<file path="src/core/dmi_defines.vh">
// Register offsets, field positions and reset values of the DMA event and request registers
`ifndef DMI_DEFINES_VH
`define DMI_DEFINES_VH
`define DMI_NUM_CH 2
`define DMI_ADDR_W 12
`define DMI_OFF_RAW_XFER 12'h2c0
`define DMI_OFF_RAW_BLOCK 12'h2c8
`define DMI_OFF_RAW_SRC 12'h2d0
`define DMI_OFF_RAW_DST 12'h2d8
`define DMI_OFF_RAW_ERR 12'h2e0
`define DMI_OFF_MSK_XFER 12'h2e8
`define DMI_OFF_MSK_BLOCK 12'h2f0
`define DMI_OFF_MSK_SRC 12'h2f8
`define DMI_OFF_MSK_DST 12'h300
`define DMI_OFF_MSK_ERR 12'h308
`define DMI_OFF_EN_XFER 12'h310
`define DMI_OFF_EN_BLOCK 12'h318
`define DMI_OFF_EN_SRC 12'h320
`define DMI_OFF_EN_DST 12'h328
`define DMI_OFF_EN_ERR 12'h330
`define DMI_OFF_ACK_XFER 12'h338
`define DMI_OFF_ACK_BLOCK 12'h340
`define DMI_OFF_ACK_SRC 12'h348
`define DMI_OFF_ACK_DST 12'h350
`define DMI_OFF_ACK_ERR 12'h358
`define DMI_OFF_SUMMARY 12'h360
`define DMI_OFF_SW_SRC 12'h368
`define DMI_OFF_SW_DST 12'h370
`define DMI_WE_LSB 8
`define DMI_WE_MSB 9
`define DMI_CH_RESET 2'h0
`endif

</file>
<file path="src/core/dmi_event_bank.v">
// One event type: raw, enable and masked status bits for every channel
module dmi_event_bank (
  // Clock and reset
  input wire mclk_in,
  input wire reset_n_in,
  // Event pulses per channel
  input wire [1:0] event_in,
  // Register writes
  input wire enable_wr_in,
  input wire ack_wr_in,
  input wire [31:0] wdata_in,
  // State
  output reg [1:0] raw_out,
  output reg [1:0] enable_out,
  output wire [1:0] masked_out
);
`include "dmi_defines.vh"

  // Per channel bit slice
  genvar ch;
  generate
    for (ch = 0; ch < `DMI_NUM_CH; ch = ch + 1) begin : g_ch
      // Raw bit ignores the enable; a new event beats a same-cycle clear
      always @(posedge mclk_in or negedge reset_n_in) begin
        if (!reset_n_in) begin
          raw_out[ch] <= 1'b0;
        end else if (event_in[ch]) begin
          raw_out[ch] <= 1'b1;
        end else if (ack_wr_in && wdata_in[ch]) begin
          raw_out[ch] <= 1'b0;
        end
      end
      // Enable bit written only under its write-enable bit
      always @(posedge mclk_in or negedge reset_n_in) begin
        if (!reset_n_in) begin
          enable_out[ch] <= 1'b0;
        end else if (enable_wr_in && wdata_in[`DMI_WE_LSB + ch]) begin
          enable_out[ch] <= wdata_in[ch];
        end
      end
    end
  endgenerate

  // Combinational so a clear drops the masked bit together with the raw bit
  assign masked_out = raw_out & enable_out;
endmodule // dmi_event_bank

</file>
<file path="src/core/dmi_regs.v">
// Event status, mask, clear, summary and software request registers of a two-channel DMA unit
// Notes on behaviour
// - Five raw event registers, one bit per channel, set regardless of mask.
// - Writing one to a clear bit clears raw and masked bits; zero no effect.
// - Masked status equals raw AND mask per channel and type.
// - Outgoing event signals come from the masked status registers.
// - Mask bit written only when its write-enable bit in 9:8 is set.
// - Mask one unmasks, zero blocks; masks reset to zero.
// - Summary bits 0..4 are OR of each masked register across channels.
// - Clear registers are write-only and read back as zero.
// - Software request bits written only when their write-enable bit in 9:8 is set.
// - Software request ignored when software handshaking not selected for that channel.
// - Bus error during transfer raises error event, cancels transfer, disables channel.
// - Memory source never raises source event; memory destination never raises destination event.
// - Block complete event raised when a block to the destination finishes.
// - Transfer complete event raised when the whole transfer finishes.
module dmi_regs (
  // Clock and reset
  input wire mclk_in,
  input wire reset_n_in,
  // Register port, one access per cycle
  input wire reg_sel_in,
  input wire reg_wr_in,
  input wire [11:0] reg_addr_in,
  input wire [31:0] reg_wdata_in,
  output reg [31:0] reg_rdata_out,
  output reg reg_unmapped_out,
  // Event sources from the channel engine
  input wire [1:0] block_finish_in,
  input wire [1:0] xfer_finish_in,
  input wire [1:0] src_txn_finish_in,
  input wire [1:0] dst_txn_finish_in,
  input wire [1:0] bus_error_in,
  input wire [1:0] src_is_memory_in,
  input wire [1:0] dst_is_memory_in,
  input wire [1:0] src_sw_hs_in,
  input wire [1:0] dst_sw_hs_in,
  // Channel control back to the engine
  output wire [1:0] chan_cancel_out,
  // Outgoing event lines
  output wire [1:0] xfer_done_event_out,
  output wire [1:0] block_done_event_out,
  output wire [1:0] src_txn_done_event_out,
  output wire [1:0] dst_txn_done_event_out,
  output wire [1:0] error_event_out,
  output wire dma_unit_event_out,
  // Effective software requests
  output wire [1:0] sw_src_request_out,
  output wire [1:0] sw_dst_request_out
);
`include "dmi_defines.vh"

  // Write and read strobes shared by every register
  wire wr = reg_sel_in && reg_wr_in;
  wire rd = reg_sel_in && !reg_wr_in;

  // Per type raw, enable and masked bits from the five banks
  wire [1:0] raw_x, raw_b, raw_s, raw_d, raw_e;
  wire [1:0] en_x, en_b, en_s, en_d, en_e;
  wire [1:0] msk_x, msk_b, msk_s, msk_d, msk_e;
  // Stored software request bits, readable even when not handed on
  reg [1:0] sw_src_request_bits;
  reg [1:0] sw_dst_request_bits;
  // Combined status, bit 0 transfer up to bit 4 error
  wire [4:0] summary;
  wire any_xfer_done;
  wire any_block_done;
  wire any_src_txn_done;
  wire any_dst_txn_done;
  wire any_error;

  // Address decode for the raw status registers
  wire hit_raw_x = (reg_addr_in == `DMI_OFF_RAW_XFER);
  wire hit_raw_b = (reg_addr_in == `DMI_OFF_RAW_BLOCK);
  wire hit_raw_s = (reg_addr_in == `DMI_OFF_RAW_SRC);
  wire hit_raw_d = (reg_addr_in == `DMI_OFF_RAW_DST);
  wire hit_raw_e = (reg_addr_in == `DMI_OFF_RAW_ERR);

  // Address decode for the masked status registers
  wire hit_msk_x = (reg_addr_in == `DMI_OFF_MSK_XFER);
  wire hit_msk_b = (reg_addr_in == `DMI_OFF_MSK_BLOCK);
  wire hit_msk_s = (reg_addr_in == `DMI_OFF_MSK_SRC);
  wire hit_msk_d = (reg_addr_in == `DMI_OFF_MSK_DST);
  wire hit_msk_e = (reg_addr_in == `DMI_OFF_MSK_ERR);

  // Address decode for the enable registers
  wire hit_en_x = (reg_addr_in == `DMI_OFF_EN_XFER);
  wire hit_en_b = (reg_addr_in == `DMI_OFF_EN_BLOCK);
  wire hit_en_s = (reg_addr_in == `DMI_OFF_EN_SRC);
  wire hit_en_d = (reg_addr_in == `DMI_OFF_EN_DST);
  wire hit_en_e = (reg_addr_in == `DMI_OFF_EN_ERR);

  // Address decode for the write-only acknowledge registers
  wire hit_ack_x = (reg_addr_in == `DMI_OFF_ACK_XFER);
  wire hit_ack_b = (reg_addr_in == `DMI_OFF_ACK_BLOCK);
  wire hit_ack_s = (reg_addr_in == `DMI_OFF_ACK_SRC);
  wire hit_ack_d = (reg_addr_in == `DMI_OFF_ACK_DST);
  wire hit_ack_e = (reg_addr_in == `DMI_OFF_ACK_ERR);

  // Address decode for the summary and request registers
  wire hit_sum = (reg_addr_in == `DMI_OFF_SUMMARY);
  wire hit_sw_src = (reg_addr_in == `DMI_OFF_SW_SRC);
  wire hit_sw_dst = (reg_addr_in == `DMI_OFF_SW_DST);

  // Any other offset is flagged as unmapped on access
  wire hit_raw = hit_raw_x | hit_raw_b | hit_raw_s | hit_raw_d | hit_raw_e;
  wire hit_msk = hit_msk_x | hit_msk_b | hit_msk_s | hit_msk_d | hit_msk_e;
  wire hit_en = hit_en_x | hit_en_b | hit_en_s | hit_en_d | hit_en_e;
  wire hit_ack = hit_ack_x | hit_ack_b | hit_ack_s | hit_ack_d | hit_ack_e;
  wire hit_any = hit_raw | hit_msk | hit_en | hit_ack | hit_sum | hit_sw_src | hit_sw_dst;

  // Write strobes per register; acknowledges carry no write enable field
  wire wr_en_x = wr && hit_en_x;
  wire wr_en_b = wr && hit_en_b;
  wire wr_en_s = wr && hit_en_s;
  wire wr_en_d = wr && hit_en_d;
  wire wr_en_e = wr && hit_en_e;
  wire wr_ack_x = wr && hit_ack_x;
  wire wr_ack_b = wr && hit_ack_b;
  wire wr_ack_s = wr && hit_ack_s;
  wire wr_ack_d = wr && hit_ack_d;
  wire wr_ack_e = wr && hit_ack_e;
  wire wr_sw_src = wr && hit_sw_src;
  wire wr_sw_dst = wr && hit_sw_dst;

  // Event qualification: memory sides never raise transaction events
  wire [1:0] ev_x = xfer_finish_in;
  wire [1:0] ev_b = block_finish_in;
  wire [1:0] ev_s = src_txn_finish_in & ~src_is_memory_in;
  wire [1:0] ev_d = dst_txn_finish_in & ~dst_is_memory_in;
  wire [1:0] ev_e = bus_error_in;
  // Error cancels the transfer and disables the channel in the engine
  assign chan_cancel_out = bus_error_in;

  // Transfer complete bank
  dmi_event_bank u_xfer (
    .mclk_in(mclk_in),
    .reset_n_in(reset_n_in),
    .event_in(ev_x),
    .enable_wr_in(wr_en_x),
    .ack_wr_in(wr_ack_x),
    .wdata_in(reg_wdata_in),
    .raw_out(raw_x),
    .enable_out(en_x),
    .masked_out(msk_x)
  );

  // Block complete bank
  dmi_event_bank u_block (
    .mclk_in(mclk_in),
    .reset_n_in(reset_n_in),
    .event_in(ev_b),
    .enable_wr_in(wr_en_b),
    .ack_wr_in(wr_ack_b),
    .wdata_in(reg_wdata_in),
    .raw_out(raw_b),
    .enable_out(en_b),
    .masked_out(msk_b)
  );

  // Source transaction bank
  dmi_event_bank u_src (
    .mclk_in(mclk_in),
    .reset_n_in(reset_n_in),
    .event_in(ev_s),
    .enable_wr_in(wr_en_s),
    .ack_wr_in(wr_ack_s),
    .wdata_in(reg_wdata_in),
    .raw_out(raw_s),
    .enable_out(en_s),
    .masked_out(msk_s)
  );

  // Destination transaction bank
  dmi_event_bank u_dst (
    .mclk_in(mclk_in),
    .reset_n_in(reset_n_in),
    .event_in(ev_d),
    .enable_wr_in(wr_en_d),
    .ack_wr_in(wr_ack_d),
    .wdata_in(reg_wdata_in),
    .raw_out(raw_d),
    .enable_out(en_d),
    .masked_out(msk_d)
  );

  // Error bank
  dmi_event_bank u_err (
    .mclk_in(mclk_in),
    .reset_n_in(reset_n_in),
    .event_in(ev_e),
    .enable_wr_in(wr_en_e),
    .ack_wr_in(wr_ack_e),
    .wdata_in(reg_wdata_in),
    .raw_out(raw_e),
    .enable_out(en_e),
    .masked_out(msk_e)
  );

  // Outgoing lines straight from masked status, no extra latency
  assign xfer_done_event_out = msk_x;
  assign block_done_event_out = msk_b;
  assign src_txn_done_event_out = msk_s;
  assign dst_txn_done_event_out = msk_d;
  assign error_event_out = msk_e;

  // One bit per type in the summary, then one line for the whole unit
  assign any_xfer_done = |msk_x;
  assign any_block_done = |msk_b;
  assign any_src_txn_done = |msk_s;
  assign any_dst_txn_done = |msk_d;
  assign any_error = |msk_e;
  assign summary = {any_error, any_dst_txn_done, any_src_txn_done, any_block_done, any_xfer_done};
  assign dma_unit_event_out = |summary;

  // Software request registers, per-channel write enable
  genvar ch;
  generate
    for (ch = 0; ch < `DMI_NUM_CH; ch = ch + 1) begin : g_req
      // Source request bit
      always @(posedge mclk_in or negedge reset_n_in) begin
        if (!reset_n_in) begin
          sw_src_request_bits[ch] <= 1'b0;
        end else if (wr_sw_src && reg_wdata_in[`DMI_WE_LSB + ch]) begin
          sw_src_request_bits[ch] <= reg_wdata_in[ch];
        end
      end
      // Destination request bit
      always @(posedge mclk_in or negedge reset_n_in) begin
        if (!reset_n_in) begin
          sw_dst_request_bits[ch] <= 1'b0;
        end else if (wr_sw_dst && reg_wdata_in[`DMI_WE_LSB + ch]) begin
          sw_dst_request_bits[ch] <= reg_wdata_in[ch];
        end
      end
    end
  endgenerate

  // Stored bit stays readable, but the engine only sees it under software handshaking
  assign sw_src_request_out = sw_src_request_bits & src_sw_hs_in;
  assign sw_dst_request_out = sw_dst_request_bits & dst_sw_hs_in;

  // Read mux; clear addresses and reserved bits return zero
  reg [31:0] next_rdata;
  always @* begin
    next_rdata = 32'h0000_0000;
    case (reg_addr_in)
      // Raw status
      `DMI_OFF_RAW_XFER: begin
        next_rdata = {30'h0, raw_x};
      end
      `DMI_OFF_RAW_BLOCK: begin
        next_rdata = {30'h0, raw_b};
      end
      `DMI_OFF_RAW_SRC: begin
        next_rdata = {30'h0, raw_s};
      end
      `DMI_OFF_RAW_DST: begin
        next_rdata = {30'h0, raw_d};
      end
      `DMI_OFF_RAW_ERR: begin
        next_rdata = {30'h0, raw_e};
      end
      // Masked status
      `DMI_OFF_MSK_XFER: begin
        next_rdata = {30'h0, msk_x};
      end
      `DMI_OFF_MSK_BLOCK: begin
        next_rdata = {30'h0, msk_b};
      end
      `DMI_OFF_MSK_SRC: begin
        next_rdata = {30'h0, msk_s};
      end
      `DMI_OFF_MSK_DST: begin
        next_rdata = {30'h0, msk_d};
      end
      `DMI_OFF_MSK_ERR: begin
        next_rdata = {30'h0, msk_e};
      end
      // Enables; write enable positions are not stored, so they read zero
      `DMI_OFF_EN_XFER: begin
        next_rdata = {30'h0, en_x};
      end
      `DMI_OFF_EN_BLOCK: begin
        next_rdata = {30'h0, en_b};
      end
      `DMI_OFF_EN_SRC: begin
        next_rdata = {30'h0, en_s};
      end
      `DMI_OFF_EN_DST: begin
        next_rdata = {30'h0, en_d};
      end
      `DMI_OFF_EN_ERR: begin
        next_rdata = {30'h0, en_e};
      end
      // Acknowledges are write-only
      `DMI_OFF_ACK_XFER, `DMI_OFF_ACK_BLOCK, `DMI_OFF_ACK_SRC,
      `DMI_OFF_ACK_DST, `DMI_OFF_ACK_ERR: begin
        next_rdata = 32'h0000_0000;
      end
      // Summary and stored request bits
      `DMI_OFF_SUMMARY: begin
        next_rdata = {27'h0, summary};
      end
      `DMI_OFF_SW_SRC: begin
        next_rdata = {30'h0, sw_src_request_bits};
      end
      `DMI_OFF_SW_DST: begin
        next_rdata = {30'h0, sw_dst_request_bits};
      end
      default: begin
        next_rdata = 32'h0000_0000;
      end
    endcase
  end

  // Unmapped access of either kind, so a stray store is visible too
  wire next_unmapped = reg_sel_in && !hit_any;

  // Read data registered one cycle after the access; zero otherwise
  always @(posedge mclk_in or negedge reset_n_in) begin
    if (!reset_n_in) begin
      reg_rdata_out <= 32'h0000_0000;
    end else if (rd) begin
      reg_rdata_out <= next_rdata;
    end else begin
      reg_rdata_out <= 32'h0000_0000;
    end
  end

  // Unmapped flag is a one cycle pulse after the access
  always @(posedge mclk_in or negedge reset_n_in) begin
    if (!reset_n_in) begin
      reg_unmapped_out <= 1'b0;
    end else begin
      reg_unmapped_out <= next_unmapped;
    end
  end
endmodule // dmi_regs

</file>
<file path="config.mk">
export PLATFORM = sky130hd
export DESIGN_NAME = dmi_regs
export DESIGN_NICKNAME = d
export VERILOG_FILES = /design/src/core/dmi_event_bank.v /design/src/core/dmi_regs.v
export VERILOG_INCLUDE_DIRS = /design/src /design/src/core
export SDC_FILE = /design/constraint.sdc
export NUM_CORES = 1
export LEC_CHECK = 0
export BUFFER_PORTS_ARGS = -buffer_cell sky130_fd_sc_hd__buf_2
export CAP_MARGIN = 20
export CORE_ASPECT_RATIO = 0.8
export CORE_UTILIZATION = 35
export CTS_CLUSTER_DIAMETER = 50
export DETAILED_ROUTE_END_ITERATION = 10
export PLACE_DENSITY = 0.71
export SYNTH_ARGS = -nofsm -noshare
export SYNTH_HDL_FRONTEND = slang
export SYNTH_SLANG_ARGS = --single-unit
</file>
<file path="constraint.sdc">
create_clock -name mclk_in -period 2.2 [get_ports mclk_in]
set_input_delay 0.66 -clock mclk_in [delete_from_list [all_inputs] [get_ports mclk_in]]
set_output_delay 0.66 -clock mclk_in [all_outputs]
set_load 0.05 [all_outputs]
</file>
==> flow_metrics.tcl <==
set metrics [dict create \
    rsz0062_at_grt "false" \
    multi_input_area_mm2 0.00131 \
    hp-class "in2async" \
    postCtsHoldBufs 0 \
    fin_crit_ns 2.11 \
    yosys_warnings 0 \
    r2r-start "u_err.enable_out[0]" \
    cts_setup_buffers 0 \
    ir_worst_vdd_v 0.000180 \
    drtAntennaViolNets 0 \
    htree_levels 2 \
    grt_max_degree 31 \
    drv_cap 0 \
    dr.pass1.iters 5 \
    final_common_cell "buf_2" \
    synth_cell_type_count 60 \
    r2r_cells 5 \
    largest_reg_flops 5 \
    finalHoldViolCount 0 \
    pwr-share-clk_pct 36.1 \
    fin_cells 404 \
    final_cell_mix "60 x buf_2, 30 x dfrtp_1, 27 x conb_1" \
    worstSkewPairLatency_ns 0.29 \
    synthArstFlopShare_pct 100 \
    final-seq-area_um2 751 \
    cts_root_buf "clkbuf_8" \
    syn2layout_area_growth_pct 20.2 \
    power_frac_comb_pct 22.1 \
    coreArea_mm2 0.00638 \
    grt_pass1_wl_um 10300 \
    nets 385 \
    synth_ff_type "dfrtp_1" \
    dp_slack_ns -0.0639 \
    required_ns 1.54 \
    cts_tree "done" \
    criticalPathCategory "reg2out" \
    numPortBuffers 60 \
    slew_headroom_pct 53.9 \
    p_switching_uw 448 \
    die-height_um 74.4 \
    avgSynthCellArea_um2 9.22 \
    switching_share_pct 33.7 \
    rows 26 \
    skew_ns 0.00583 \
    gp_congestion 0.903 \
    n_fill_cell 654 \
    wl_per_cell_um 15.9 \
    drt_iter0_drc 202 \
    outcome "complete, no violations" \
    yosysSeqAreaShare_pct 32.7 \
    globalRoute.totalOverflow 0 \
    crit_path_end_kind "primary output" \
    fin_tns_setup_ns 0 \
    clk_path_buf_depth 2 \
    clk_pin_slew_worst_paths_ns 0.07 \
    synth_area_mm2 0.00230 \
    antenna_cells 0 \
    finalCritPeriodShare_pct 95.8 \
    fmax_mhz 474 \
    cts_sinks 30 \
    cp.arrival_ns 1.45 \
    power_density_mw_per_mm2 481 \
    power_uw 1330 \
    p_leak_uw 0.00126 \
    setup_slack_ns 0.0924 \
    yosys_register_bits 30 \
    top_register "reg_rdata_out" \
    initial_core_util_pct 36.0 \
    routed_wirelength_um 6440 \
    cts_resized 0 \
    setup.worst_path.start "u_block.enable_out[1]" \
    synth_edf_count 0 \
    drc 0 \
    dp_cells 396 \
    setup_viol 0 \
    grt_pass1_vias 2044 \
    die_x_um 92.6 \
    place_hpwl_um 5030 \
    syn-instance-count 249 \
    numCtsBuffers 5 \
    hold_slack_ns 0.409 \
    cp_max_fo 4 \
    antenna_found_initial 0 \
    grt_usage_pct 19.7 \
    drive_gt1_share_pct 34.1 \
    viasPerCell 5.37 \
    routed-via-count 2170 \
    seqPwrFrac_pct 41.7 \
    io_pins 116 \
    tightest_slew_ns 0.691 \
    start_kind "flip-flop" \
    p_int_uw 879 \
    dieArea_mm2 0.00689 \
    report.final.slew_viol_count 0 \
]
power groups by stage:
stage,registers [uW],clock network [uW],logic (uW)
after floorplan,569,0,229
after global placement,564,0,288
after detailed placement,564,0,291
after CTS,553,489,291
after global routing,553,516,313
final,554,480,294
through the flow:
| stage | area [um2] | util, % |
|---|---|---|
| after floorplan | 2390 | - |
| after global placement | 2660 | 41.8 |
| after detailed placement | 2660 | 41.8 |
| after CTS | 2760 | 43.3 |
| after global routing | 2760 | 43.3 |
| final | 2760 | 43.3 |
synthesized netlist by cell type (2+ instances only):
library cell,count,area share (%)
o22ai_1,2,0.54
o31ai_1,4,1.3
o31a_1,2,0.76
nor2b_1,7,1.9
dfrtp_1,30,33
buf_6,3,1.5
or3b_1,2,0.76
and2_1,13,3.5
a21oi_1,4,0.87
mux4_2,3,2.9
nor3_1,8,1.7
nor4_1,8,2.2
nor3b_1,2,0.65
nand3_1,5,1.1
nand2b_1,6,1.6
nand4b_1,2,0.76
a211o_1,2,0.76
nand2_1,12,2.0
buf_4,30,9.8
buf_2,5,1.1
clkbuf_1,2,0.33
nand3b_1,2,0.65
o21ai_0,7,1.5
or3_1,2,0.54
and3_1,2,0.54
a22o_1,2,0.76
nor2_1,17,2.8
a22oi_1,4,1.3
mux2_2,11,5.4
mux2_1,3,1.5
o41ai_1,4,1.5
nand4_1,6,1.6
inv_1,9,1.5
a21o_1,2,0.65
per-layer routing:
| metal | up-vias | GRT usage (%) | part of all wire, % |
|---|---|---|---|
| met5 | - | 0 | 0 |
| met4 | 0 | 6.77 | 1.8 |
| met3 | 14 | 4.19 | 6.8 |
| met2 | 104 | 31.5 | 44 |
| met1 | 1053 | 26.8 | 47 |
| li1 | 999 | - | - |
cell families after synthesis:
logic type                Yosys count  share of synthesized area, %
buffers and inverters              50                          14.3
xor gates and xnor gates            2                         0.763
and+or+nand+nor                   106                          28.2
muxes                              18                          10.2
AOI/OAI and AO/OA                  42                          13.6
other                               1                         0.163
DFF                                30                          32.7
layout make-up:
type                       count  share of cell area, %
sequential                    30                   27.2
tap                           84                   3.81
timing repair buffer          78                   16.7
multi-input combinational    195                   47.6
clock inverter                 2                  0.454
clock buffer                   6                   2.99
inverter                       9                   1.22
worst paths after layout:
check	end	slack, ns
max in group asynchronous	sw_dst_request_bits[1]	1.34
worst min-delay path	u_block.raw_out[0]	0.41
worst max-delay path	dma_unit_event_out	0.09
worst min register to register	u_dst.enable_out[1]	0.51
min in group mclk_in	u_dst.enable_out[1]	0.51
worst max register to register	reg_rdata_out[0]	0.50
critical path: stages, from the launching register on:
cell     delay [ns]
dfrtp_1        0.44
a22o_1         0.25
nor2_1         0.14
nand4_1        0.10
buf_2          0.22
Note: power is estimated with default switching activity, not from simulation.
